$ cat src/verilog/usb_dma_split_regs.svh
// Register offsets, field positions, reset values for the split-bus DMA port.
// Assumes a 32-bit AXI4-Lite slave with one aligned word per register.
`ifndef USB_DMA_SPLIT_REGS_SVH
`define USB_DMA_SPLIT_REGS_SVH

// ----------------------------------------
// Register byte offsets
// ----------------------------------------
`define OFS_CTRL 12'h000
`define OFS_GPIO 12'h004
`define OFS_DATA 12'h008
`define OFS_COUNT 12'h00C
`define OFS_STATUS 12'h010

// ----------------------------------------
// Control field positions
// ----------------------------------------
`define CTRL_INT_POL 0
`define CTRL_GPIO_MODE 1
`define CTRL_REQ_POL 2
`define CTRL_GRANT_POL 3
`define CTRL_STB_MODE 4
`define CTRL_LAST_POL 5
`define CTRL_DIR_OUT 6
`define CTRL_DMA_EN 7

// ----------------------------------------
// Status field positions
// ----------------------------------------
`define STAT_RX_FULL 0
`define STAT_TX_FULL 1
`define STAT_END_SEEN 2

// ----------------------------------------
// Reset values
// ----------------------------------------
`define CTRL_RESET 8'h02
`define GPIO_RESET 16'h0000
`define COUNT_RESET 16'h0000

// ----------------------------------------
// AXI response codes
// ----------------------------------------
`define RESP_OKAY 2'b00
`define RESP_SLVERR 2'b10

`endif

$ cat src/verilog/usb_dma_split_pkg.sv
// Types shared by the split-bus DMA port.
// Assumes the field order matches the control register bit positions.
package usb_dma_split_pkg;

    // ----------------------------------------
    // Control word, bit 0 at the bottom
    // ----------------------------------------
    typedef struct packed {
        logic dma_en;
        logic dir_out;
        logic last_pol;
        logic strobe_mode_sel;
        logic grant_pol;
        logic req_pol;
        logic gpio_mode;
        logic int_pol;
    } ctrl_t;

    // ----------------------------------------
    // Pin group for a three-signal pad
    // ----------------------------------------
    typedef struct packed {
        logic [7:0] out;
        logic [7:0] oe;
    } pad8_t;

endpackage : usb_dma_split_pkg

$ cat src/verilog/usb_dma_split_bus_handshake.sv
// Split-bus DMA handshake of the first DMA FIFO port, with AXI4-Lite registers.
// Assumes all pin inputs are synchronous to aclk; pads resolve out/oe outside.
//
// Local design decisions: the address map and the AXI4-Lite interface to the registers.
`include "usb_dma_split_regs.svh"

// How it works
// - Interrupt output, polarity set by control
// - Port pins: split bus or GPIO
// - Request output with programmable polarity
// - Grant input active at programmed level
// - Strobe low edge or grant onset clocks each transfer
// - Strobe mode one uses strobe edge
// - IN pipe: transfer-end is input
// - OUT pipe: transfer-end marks final word
// - Transfer-end polarity programmable both ways
// - Reset low returns registers and counters
module usb_dma_split_bus_handshake #(
    parameter int COUNT_W = 16
) (
    input wire logic aclk,
    input wire logic aresetn,
    input wire logic [31:0] s_axi_awaddr,
    input wire logic s_axi_awvalid,
    output logic s_axi_awready,
    input wire logic [31:0] s_axi_wdata,
    input wire logic [3:0] s_axi_wstrb,
    input wire logic s_axi_wvalid,
    output logic s_axi_wready,
    output logic [1:0] s_axi_bresp,
    output logic s_axi_bvalid,
    input wire logic s_axi_bready,
    input wire logic [31:0] s_axi_araddr,
    input wire logic s_axi_arvalid,
    output logic s_axi_arready,
    output logic [31:0] s_axi_rdata,
    output logic [1:0] s_axi_rresp,
    output logic s_axi_rvalid,
    input wire logic s_axi_rready,
    output logic irq_out,
    input wire logic [7:0] split_port_pins_in,
    output logic [7:0] split_port_pins_out,
    output logic [7:0] split_port_pins_oe,
    output logic xfer_request_out,
    input wire logic xfer_grant_in,
    input wire logic split_strobe_n,
    input wire logic xfer_last_in,
    output logic xfer_last_out,
    output logic xfer_last_oe
);

    // ----------------------------------------
    // Register state
    // ----------------------------------------
    usb_dma_split_pkg::ctrl_t ctrl;
    usb_dma_split_pkg::pad8_t gpio;
    logic [7:0] tx_data;
    logic [7:0] rx_data;
    logic [COUNT_W-1:0] count;
    logic tx_full;
    logic rx_full;
    logic end_seen;
    logic strobe_prev;
    logic grant_prev;

    // ----------------------------------------
    // Bus handshake state
    // ----------------------------------------
    logic [11:0] aw_addr;
    logic aw_held;
    logic [31:0] w_data;
    logic [3:0] w_strb;
    logic w_held;

    logic [31:0] wmask;
    logic do_write;
    logic do_read;
    logic wr_ctrl;
    logic wr_gpio;
    logic wr_data;
    logic wr_count;
    logic wr_status;
    logic rd_data_hit;
    logic grant_act;
    logic xfer_edge;
    logic xfer_go;
    logic last_word;
    logic end_in_act;
    logic next_req;
    logic [31:0] next_rdata;
    logic next_rerr;

    // Byte-lane mask from the held write strobes
    assign wmask = {{8{w_strb[3]}}, {8{w_strb[2]}}, {8{w_strb[1]}}, {8{w_strb[0]}}};
    assign do_write = aw_held && w_held && !s_axi_bvalid;
    assign do_read = s_axi_arvalid && s_axi_arready;
    assign wr_ctrl = do_write && (aw_addr == `OFS_CTRL);
    assign wr_gpio = do_write && (aw_addr == `OFS_GPIO);
    assign wr_data = do_write && (aw_addr == `OFS_DATA) && w_strb[0];
    assign wr_count = do_write && (aw_addr == `OFS_COUNT);
    assign wr_status = do_write && (aw_addr == `OFS_STATUS);
    assign rd_data_hit = do_read && (s_axi_araddr[11:0] == `OFS_DATA);

    // ----------------------------------------
    // Handshake decode
    // ----------------------------------------
    // Split mode and enable both gate the grant, so GPIO use never moves FIFO data
    assign grant_act = (xfer_grant_in == ctrl.grant_pol) && !ctrl.gpio_mode && ctrl.dma_en;
    // Strobe mode one uses the falling strobe; mode zero counts each grant onset
    assign xfer_edge = ctrl.strobe_mode_sel ? (strobe_prev && !split_strobe_n)
                                            : (grant_act && !grant_prev);
    assign xfer_go = xfer_edge && grant_act && (count != '0)
                     && (ctrl.dir_out ? tx_full : !rx_full);
    assign last_word = (count == COUNT_W'(1));
    assign end_in_act = !ctrl.dir_out && (xfer_last_in == ctrl.last_pol);
    assign next_req = !ctrl.gpio_mode && ctrl.dma_en && (count != '0)
                      && (ctrl.dir_out ? tx_full : !rx_full);

    // Read mux; unmapped words answer zero with an error
    always_comb
    begin
        next_rdata = 32'h0000_0000;
        next_rerr = 1'b0;
        unique case (s_axi_araddr[11:0])
            `OFS_CTRL: next_rdata = {24'h00_0000, ctrl};
            `OFS_GPIO: next_rdata = {8'h00, split_port_pins_in, gpio};
            `OFS_DATA: next_rdata = {24'h00_0000, rx_data};
            `OFS_COUNT: next_rdata = 32'(count);
            `OFS_STATUS: next_rdata = {29'h0000_0000, end_seen, tx_full, rx_full};
            default: next_rerr = 1'b1;
        endcase
    end

    // ----------------------------------------
    // AXI write channel
    // ----------------------------------------
    // Address and data are caught separately so either order works
    always_ff @(posedge aclk)
    begin
        if (!aresetn)
        begin
            aw_held <= 1'b0;
            w_held <= 1'b0;
            aw_addr <= 12'h000;
            w_data <= 32'h0000_0000;
            w_strb <= 4'h0;
            s_axi_awready <= 1'b0;
            s_axi_wready <= 1'b0;
            s_axi_bvalid <= 1'b0;
            s_axi_bresp <= `RESP_OKAY;
        end
        else
        begin
            s_axi_awready <= !aw_held && !(s_axi_awvalid && s_axi_awready);
            s_axi_wready <= !w_held && !(s_axi_wvalid && s_axi_wready);
            if (s_axi_awvalid && s_axi_awready)
            begin
                aw_held <= 1'b1;
                aw_addr <= {s_axi_awaddr[11:2], 2'b00};
            end
            if (s_axi_wvalid && s_axi_wready)
            begin
                w_held <= 1'b1;
                w_data <= s_axi_wdata;
                w_strb <= s_axi_wstrb;
            end
            if (do_write)
            begin
                s_axi_bvalid <= 1'b1;
                s_axi_bresp <= (wr_ctrl || wr_gpio || wr_data || wr_count || wr_status
                                || aw_addr == `OFS_DATA) ? `RESP_OKAY : `RESP_SLVERR;
            end
            else if (s_axi_bvalid && s_axi_bready)
            begin
                s_axi_bvalid <= 1'b0;
                aw_held <= 1'b0;
                w_held <= 1'b0;
            end
        end
    end

    // ----------------------------------------
    // AXI read channel
    // ----------------------------------------
    always_ff @(posedge aclk)
    begin
        if (!aresetn)
        begin
            s_axi_arready <= 1'b0;
            s_axi_rvalid <= 1'b0;
            s_axi_rdata <= 32'h0000_0000;
            s_axi_rresp <= `RESP_OKAY;
        end
        else
        begin
            s_axi_arready <= !s_axi_rvalid && !do_read;
            if (do_read)
            begin
                s_axi_rvalid <= 1'b1;
                s_axi_rdata <= next_rdata;
                s_axi_rresp <= next_rerr ? `RESP_SLVERR : `RESP_OKAY;
            end
            else if (s_axi_rvalid && s_axi_rready)
            begin
                s_axi_rvalid <= 1'b0;
            end
        end
    end

    // ----------------------------------------
    // Configuration registers
    // ----------------------------------------
    always_ff @(posedge aclk)
    begin
        if (!aresetn)
        begin
            ctrl <= `CTRL_RESET;
            gpio <= `GPIO_RESET;
        end
        else
        begin
            if (wr_ctrl)
            begin
                ctrl <= (ctrl & ~wmask[7:0]) | (w_data[7:0] & wmask[7:0]);
            end
            if (wr_gpio)
            begin
                gpio <= (gpio & ~wmask[15:0]) | (w_data[15:0] & wmask[15:0]);
            end
        end
    end

    // ----------------------------------------
    // Transfer data and word count
    // ----------------------------------------
    // A transfer-end input on an IN pipe ends the run by clearing the count
    always_ff @(posedge aclk)
    begin
        if (!aresetn)
        begin
            count <= `COUNT_RESET;
            tx_data <= 8'h00;
            rx_data <= 8'h00;
            tx_full <= 1'b0;
            rx_full <= 1'b0;
            strobe_prev <= 1'b1;
            grant_prev <= 1'b0;
        end
        else
        begin
            strobe_prev <= split_strobe_n;
            grant_prev <= grant_act;
            if (wr_count)
            begin
                count <= w_data[COUNT_W-1:0];
            end
            else if (xfer_go && end_in_act)
            begin
                count <= '0;
            end
            else if (xfer_go)
            begin
                count <= count - COUNT_W'(1);
            end
            if (wr_data)
            begin
                tx_data <= w_data[7:0];
                tx_full <= 1'b1;
            end
            else if (xfer_go && ctrl.dir_out)
            begin
                tx_full <= 1'b0;
            end
            // Hardware set beats a software read that empties the byte
            if (xfer_go && !ctrl.dir_out)
            begin
                rx_data <= split_port_pins_in;
                rx_full <= 1'b1;
            end
            else if (rd_data_hit)
            begin
                rx_full <= 1'b0;
            end
        end
    end

    // ----------------------------------------
    // End flag, write one to clear, set wins
    // ----------------------------------------
    always_ff @(posedge aclk)
    begin
        if (!aresetn)
        begin
            end_seen <= 1'b0;
        end
        else if ((xfer_go && (end_in_act || (ctrl.dir_out && last_word))))
        begin
            end_seen <= 1'b1;
        end
        else if (wr_status && w_strb[0] && w_data[`STAT_END_SEEN])
        begin
            end_seen <= 1'b0;
        end
    end

    // ----------------------------------------
    // Pin outputs, all registered
    // ----------------------------------------
    always_ff @(posedge aclk)
    begin
        if (!aresetn)
        begin
            irq_out <= 1'b0;
            xfer_request_out <= 1'b0;
            split_port_pins_out <= 8'h00;
            split_port_pins_oe <= 8'h00;
            xfer_last_out <= 1'b0;
            xfer_last_oe <= 1'b0;
        end
        else
        begin
            irq_out <= ctrl.int_pol ? end_seen : !end_seen;
            xfer_request_out <= ctrl.req_pol ? next_req : !next_req;
            if (ctrl.gpio_mode)
            begin
                split_port_pins_out <= gpio.out;
                split_port_pins_oe <= gpio.oe;
            end
            else
            begin
                // Drive only while granted on an OUT pipe to avoid bus contention
                split_port_pins_out <= tx_data;
                split_port_pins_oe <= {8{grant_act && ctrl.dir_out}};
            end
            // Final-word marker; idle level is the inactive one
            xfer_last_out <= (grant_act && last_word) ? ctrl.last_pol : !ctrl.last_pol;
            xfer_last_oe <= ctrl.dir_out && !ctrl.gpio_mode;
        end
    end

endmodule : usb_dma_split_bus_handshake

$ cat config.mk
export PLATFORM = sky130hd
export DESIGN_NAME = usb_dma_split_bus_handshake
export DESIGN_NICKNAME = d
export VERILOG_FILES = /design/src/verilog/usb_dma_split_pkg.sv /design/src/verilog/usb_dma_split_bus_handshake.sv
export VERILOG_INCLUDE_DIRS = /design/src /design/src/verilog
export SDC_FILE = /design/constraint.sdc
export NUM_CORES = 1
export LEC_CHECK = 0
export ABC_AREA = 1
export BUFFER_PORTS_ARGS = -buffer_cell sky130_fd_sc_hd__buf_2
export CAP_MARGIN = 20
export CORE_MARGIN = 4
export CORE_UTILIZATION = 38
export DETAILED_ROUTE_END_ITERATION = 8
export GPL_ROUTABILITY_DRIVEN = 0
export GPL_TIMING_DRIVEN = 0
export SLEW_MARGIN = 30
export SYNTH_ARGS = -nofsm -noshare
export SYNTH_HDL_FRONTEND = slang
export SYNTH_SLANG_ARGS = --single-unit
$ cat constraint.sdc
create_clock -name aclk -period 1.54 [get_ports aclk]
set_input_delay 0.077 -clock aclk [delete_from_list [all_inputs] [get_ports aclk]]
set_output_delay 0.077 -clock aclk [all_outputs]
set_load 0.01 [all_outputs]
# Word level (Yosys, flattened, before mapping)
# Index checks and enable logic that the tools add are counted.
totals:
  memories: 0
  latchBits: 0
  regBits: 152
  inputBits: 118
  output_inout_bits: 61
  mem_bits_ro: 0
  ramBits: 0
classes:
  reduce_logical: 69
  add_sub_neg: 1
  n_mux: 29
  shift: 0
  n_eq_ne: 11
  n_mul: 0
  bitwise: 8
  order_cmp: 0
  div: 0
op_table:
  columns: ["operator", "n"]
  rows:
  - ["one-hot mux 24 bit (5 select lines)", 1]
  - ["2-to-1 mux 16 bit", 3]
  - ["logical AND 1 bit", 38]
  - ["bitwise AND 16 bit", 2]
  - ["equality test 12 x 4 -> 1 bit (second input constant)", 2]
  - ["zero test 12 bit", 2]
  - ["2-to-1 mux 1 bit", 21]
  - ["equality test 10 x 2 -> 1 bit (second input constant)", 2]
  - ["bitwise AND 8 bit", 2]
  - ["equality test 16 x 1 -> 1 bit (second input constant)", 1]
  - ["2-to-1 mux 8 bit", 2]
  - ["inverter 16 bit", 1]
  - ["bitwise OR 16 bit", 1]
  - ["nonzero test 16 bit", 1]
  - ["subtractor 16 x 1 -> 16 bit (second input constant)", 1]
  - ["zero test 1 bit", 15]
  - ["equality test 12 x 3 -> 1 bit (second input constant)", 1]
  - ["equality test 12 x 5 -> 1 bit (second input constant)", 1]
  - ["equality test 10 x 1 -> 1 bit (second input constant)", 1]
  - ["equality test 10 x 3 -> 1 bit (second input constant)", 1]
  - ["nonzero test 2 bit", 5]
  - ["inverter 8 bit", 1]
  - ["bitwise OR 8 bit", 1]
  - ["logical OR 1 bit", 6]
  - ["other kinds (4)", 6]

# Logic depth before layout (Yosys ltp)
logic_depth:
  ltp_word: 11
  mapped_depth: 12
  mapped_depth_nobuf: 12

# Worst setup path before layout
# Ideal clock, no wire load.
synth_timing:
  path_kind: "register to register"
  from: "register aw_held"
  to: "register (tool-made name)"
  path_slack_ps: 72
  required_time_ps: 1421
  arrival_time_ps: 1348
  synth_period_minus_slack_ps: 1468
  path_buffers: 1
  stages_incl_launch_ff: 9
  path_cell_list: "dfxtp_1 > nand2_2 > nor2_4 > inv_2 > nor3_2 > nand3_1 > buf_2 > o21ai_1 > a21oi_1"
synth_rtl:
  columns: ["element", "line_no", "rtl"]
  rows:
  - ["start, declared", "usb_dma_split_bus_handshake.sv:70", "logic aw_held;"]
  - ["start signal, assigned", "usb_dma_split_bus_handshake.sv:142", "aw_held <= 1'b0;"]
  - ["start signal, assigned", "usb_dma_split_bus_handshake.sv:158", "aw_held <= 1'b1;"]
  - ["start signal, assigned", "usb_dma_split_bus_handshake.sv:176", "aw_held <= 1'b0;"]

# Worst setup path in the final report
layout_timing:
  from: "register w_held"
  to: "register count[7]"
layout_between:
  elab_chain_cells: 4
  elab_cells_between_ends: 5
layout_rtl:
  columns: ["element", "line_no", "rtl"]
  rows:
  - ["start, declared", "usb_dma_split_bus_handshake.sv:73", "logic w_held;"]
  - ["start signal, assigned", "usb_dma_split_bus_handshake.sv:143", "w_held <= 1'b0;"]
  - ["start signal, assigned", "usb_dma_split_bus_handshake.sv:163", "w_held <= 1'b1;"]
  - ["start signal, assigned", "usb_dma_split_bus_handshake.sv:177", "w_held <= 1'b0;"]
  - ["logical AND 1 bit (*) (2 in series)", "usb_dma_split_bus_handshake.sv:95", "assign do_write = aw_held && w_held && !s_axi_bvalid;"]
  - ["logical AND 1 bit (*)", "usb_dma_split_bus_handshake.sv:100", "assign wr_count = do_write && (aw_addr == `OFS_COUNT);"]
  - ["nonzero test 3 bit (no source line) or 2-to-1 mux 16 bit (tied branches)", null, null]
  - ["end signal, assigned", "usb_dma_split_bus_handshake.sv:241", "count <= `COUNT_RESET;"]
  - ["end signal, assigned", "usb_dma_split_bus_handshake.sv:255", "count <= w_data[COUNT_W-1:0];"]
  - ["end signal, assigned", "usb_dma_split_bus_handshake.sv:263", "count <= count - COUNT_W'(1);"]
  - ["end, declared", "usb_dma_split_bus_handshake.sv:59", "logic [COUNT_W-1:0] count;"]
# Every way passes the cells marked *; elsewhere a longest branch is shown, timed or not.
# A chain may end at the register's enable or synchronous reset.

==> impl.org <==
** Die
- In this run the standard cell core region covers roughly 16,000 µm².
- Die H :: between 100 and 150 µm
- The initialized floorplan defines 46 standard-cell rows.
- X dimension of the die :: between 100 and 150 µm
- around 180 I/O pins were placed.
- The floorplan step defined a die boundary enclosing about 19,000 µm².
- For this configuration, the core starts out at a cell density of 0.393.

** Power and ir drop
- Areal power density over the cells :: 1020 nW/µm²
- Maximum ir drop on the vdd rail :: 0.000777 V
- The design draws 0.00897 W.
- For this design the static power due to leakage is between 3 and 4 nW.

** Synthesis
- For this run, the leading register cell type out of synthesis is sky130_fd_sc_hd__dfxtp_1.
- Compound-Gate Fraction of Synth Area :: 0.176
- After synthesis, the netlist uses 39 different library cells.
- After synthesis, the share of cell area in mux cells is 0.
- Share of the synthesized netlist area taken by xor and xnor gates :: 0.0153
- The Yosys step of the flow raised 0 warnings.
- Counting flops with an async set or reset pin after synthesis yields a share of 0.
- Syn Std Cell Area :: 6310 µm²
- Of the total synthesized cell area, the portion taken by full adders, half adders and majority gates is 0.00595.
- For this run, the register share of the synthesized area comes to 0.450.
- Number of enable-type register cells in the synthesized netlist :: 0
- After technology mapping, the gate count stands at approximately 860.
- By area, the combinational part of the netlist is dominated by simple AND/OR/NAND/NOR gates.
- After synthesis the netlist holds a flip-flop and latch count of 142.
- A synthesized cell averages 7.32 µm².
- Of the total synthesized cell area, the portion taken by AND, OR, NAND and NOR gates is 0.250.

** Outcome
- Outcome :: finished with violations
- The checks that failed: setup timing.

** Global route
- The total overflow left after global routing is 0.
- Pin count of the biggest net entering global routing :: 17
- The via count of the first global-routing pass came to approximately 5.8k.
- First-pass GRT wire length :: ~30,000 µm
- For this run, the total global-route usage over all layers was measured as 0.206.
- The number of antenna violations at the first check in global routing is 0.

** Setup path
- The slowest stage of the critical path belongs to the cell sky130_fd_sc_hd__dfxtp_2.
- Worst endpoint data arrival time :: between 1.5 and 2 ns
- Along the worst path, the maximum fanout reaches 10.
- Traced cell by cell, the critical path runs through nand2_2 > nor2_4 > inv_4 > nor2_8 > nand3b_4 > buf_6 > o21ai_1 > inv_1 > a21oi_1.
- At the worst endpoint, the required time is ~1.9 ns.
- STA classifies the critical path endpoint as a register.
- Start-to-end type of the worst setup path :: register to register
- In this design, the stage delay of the slowest critical-path cell is ~0.36 ns.
- Type of element launching the critical path :: register
- Together, buffers and inverters on the worst path number 3.
- Critical path's top delay family :: simple AND/OR/NAND/NOR gates

** Worst hold path
- Class of the tightest hold or removal check :: primary input to register

** Clocking
- Number of buffers inserted during clock tree synthesis :: 17
- CTS tree :: built
- Clock insertion delay at the later pin of the skew report :: approximately 0.43 ns
- The clock passes through at most 2 buffers.
- After clock tree synthesis, the clock-pin slew on the worst setup and hold paths is ~0.060 ns.
- Clk sink count :: 142
- The clock tree synthesis step divided the H-tree into 4 levels.
- The tree is rooted in a sky130_fd_sc_hd__clkbuf_16.

** Drt
- The first routing iteration left between 300 and 400 violations.
- In the final routing, the length of wire on met1 measures ~9000 µm.
- # DRC :: 0
- Routed signal wires occupy layers up through met4.
- The pre-antenna-repair detailed-routing pass consisted of 5 iterations.
- In the detailed route, the total length drawn on met3 is about 1200 µm.
- Total length of routed wires :: between 15,000 and 20,000 µm
- Met2 layer wire length in the routed design :: approximately 8800 µm
- The count of nets left with antenna violations once routing finished came out at 0.
- After detailed routing, the number of vias per cell comes to 4.84.
- Overall via count from detail_route :: 6,249
- Dividing the detail-routed wire length by the instance count gives ~15 µm.

** STA
- RSZ-0062 raised after global routing :: yes
- Clock skew on the completed layout was measured at 0.0124 ns.
- Final period utilization :: 1.00
- In this run the tightest slew margin relative to its limit is 0.502.
- After layout, the worst setup slack is -0.00767 ns.
- Subtracting the final worst setup slack from the clock period gives between 1.5 and 2 ns.
- Number of hold-slack violations in the final timing report :: 0
- Timing would allow up to between 600 and 700 MHz.
- Total count of max-transition violations in the final report :: 0
- Slew of the pin with the lowest slew margin :: 0.746 ns
- Setup violations remaining at the end of the flow were counted as 1.

** Finish
- Area added between synthesis and finish :: 39.3%
- Share of final-layout standard cells stronger than drive strength 1 :: 0.269
- Final Instance Area :: approximately 9000 µm²
- In the final layout, flip-flops and latches occupy about 2900 µm².
- Layout filler cell count :: around 1.6k
- Summing all multi-input logic gate instances after layout gives approximately 3100 µm².
- The final layout contains ~1.2k nets.
- Excluding fillers, the count of instances in the completed layout stands at about 1.3k.
- Antenna Diode Count :: 0

** Placement
- After detailed placement, the total cell area comes to slightly above 7000 µm².
- Count of buffers inserted at the top-level ports :: ~110
- The number of placed instances, taps included, is 1,195.
- HPWL after DPL :: roughly 14,000 µm

** Run
- Max-cap violations in this run came to 0.
worst paths after layout:
check | start | endpoint | depth (start not counted) | slack [ns]
setup / recovery | w_held | count[7] | 9 | -0.008
hold / removal | xfer_grant_in | grant_prev | 4 | 0.02
setup reg to reg | w_held | count[7] | 9 | -0.008
hold reg to reg | s_axi_rvalid | s_axi_arready | 1 | 0.45
metal layers:
layer	global-route usage	vias up
li1	-	3217
met1	0.281	2805
met2	0.322	204
met3	0.0467	23
met4	0.0693	0
met5	0	-
worst min-delay path, delay by kind of cell:
family | cells | cell delay (ns)
AND/OR/NAND/NOR | 3 | 0.23
buffers and inverters | 1 | 0.10
area by class of cell:
class,instances,area share
tap,216,0.0307
buffer,41,0.0305
clock inverter,12,0.0206
clock buffer,20,0.0531
inverter,109,0.0480
multi-input combinational,578,0.355
timing repair buffer,174,0.135
sequential,142,0.326
where the power goes:
group          internal, W  total (W)  leakage (nW)  switching, W
sequential         0.00375    0.00383          1.16     0.0000745
clock              0.00285    0.00447         0.317       0.00162
combinational     0.000285   0.000670          2.37      0.000384
total              0.00689    0.00897          3.85       0.00208
repair_timing:
action	4_1_cts	5_1_grt
setup buffers	12	10
endpoints found under the setup margin	67	78
pin swaps	13	18
cloned	2	3
endpoints found under the hold margin	49	0
hold buffers	39	0
resized for setup	46	94
through the flow:
stage / setup slack [ns] / utilization / TNS, ns / hold WS [ns]
2_1_floorplan: 0.0724 / - / 0 / 0.174
3_3_place_gp: -0.298 / 0.446 / -11.28 / 0.273
3_5_place_dp: -0.298 / 0.446 / -11.77 / 0.276
4_1_cts: -0.0269 / 0.525 / -0.100 / 0.00909
5_1_grt: -0.107 / 0.548 / -1.59 / 0.0653
6_report: -0.00767 / 0.548 / -0.00767 / 0.0222
logic make-up (layout without fill, tap and decap cells):
logic type / count (synthesis) / count (layout)
flops: 142 / 142
fa+ha+maj: 3 / 3
other cells: 1 / 10
buf+inv: 151 / 356
simple gates: 342 / 342
compound gates: 212 / 212
xor+xnor: 11 / 11
cell usage in the layout, fill, tap and decap left out, drive strengths merged:
cell type    Yosys  routed
o31ai            1       1
buf             20     152
nor4             1       1
nor2            97      97
clkinvlp         0       1
o21a             8       8
a211oi           1       1
o211ai           1       1
xor2             7       7
o22ai            8       8
dlygate4sd3      0      39
ha               3       3
xnor2            4       4
nand4           27      27
nor3            11      11
a21oi           96      96
clkinv           1       5
nand2          152     152
nand3           52      52
bufinv           0       4
inv            108     111
o21ai           97      97
clkbuf          22      44
conb             1      10
dfxtp          142     142
nand3b           2       2
cells in the mapped netlist (7+ instances only):
cell type	count	share of area
sky130_fd_sc_hd__xor2_1	7	0.0097
sky130_fd_sc_hd__nor2_1	88	0.052
sky130_fd_sc_hd__o21ai_0	84	0.067
sky130_fd_sc_hd__nand4_1	25	0.025
sky130_fd_sc_hd__dfxtp_1	142	0.45
sky130_fd_sc_hd__inv_1	103	0.061
sky130_fd_sc_hd__nand2_1	148	0.088
sky130_fd_sc_hd__nand3_1	50	0.040
sky130_fd_sc_hd__o21ai_1	13	0.010
sky130_fd_sc_hd__o22ai_1	8	0.0079
sky130_fd_sc_hd__a21oi_1	93	0.074
sky130_fd_sc_hd__clkbuf_1	22	0.013
sky130_fd_sc_hd__o21a_1	8	0.0095
sky130_fd_sc_hd__nor3_1	9	0.0071
sky130_fd_sc_hd__buf_4	11	0.013
No activity file was read; power rests on OpenSTA's default activity.
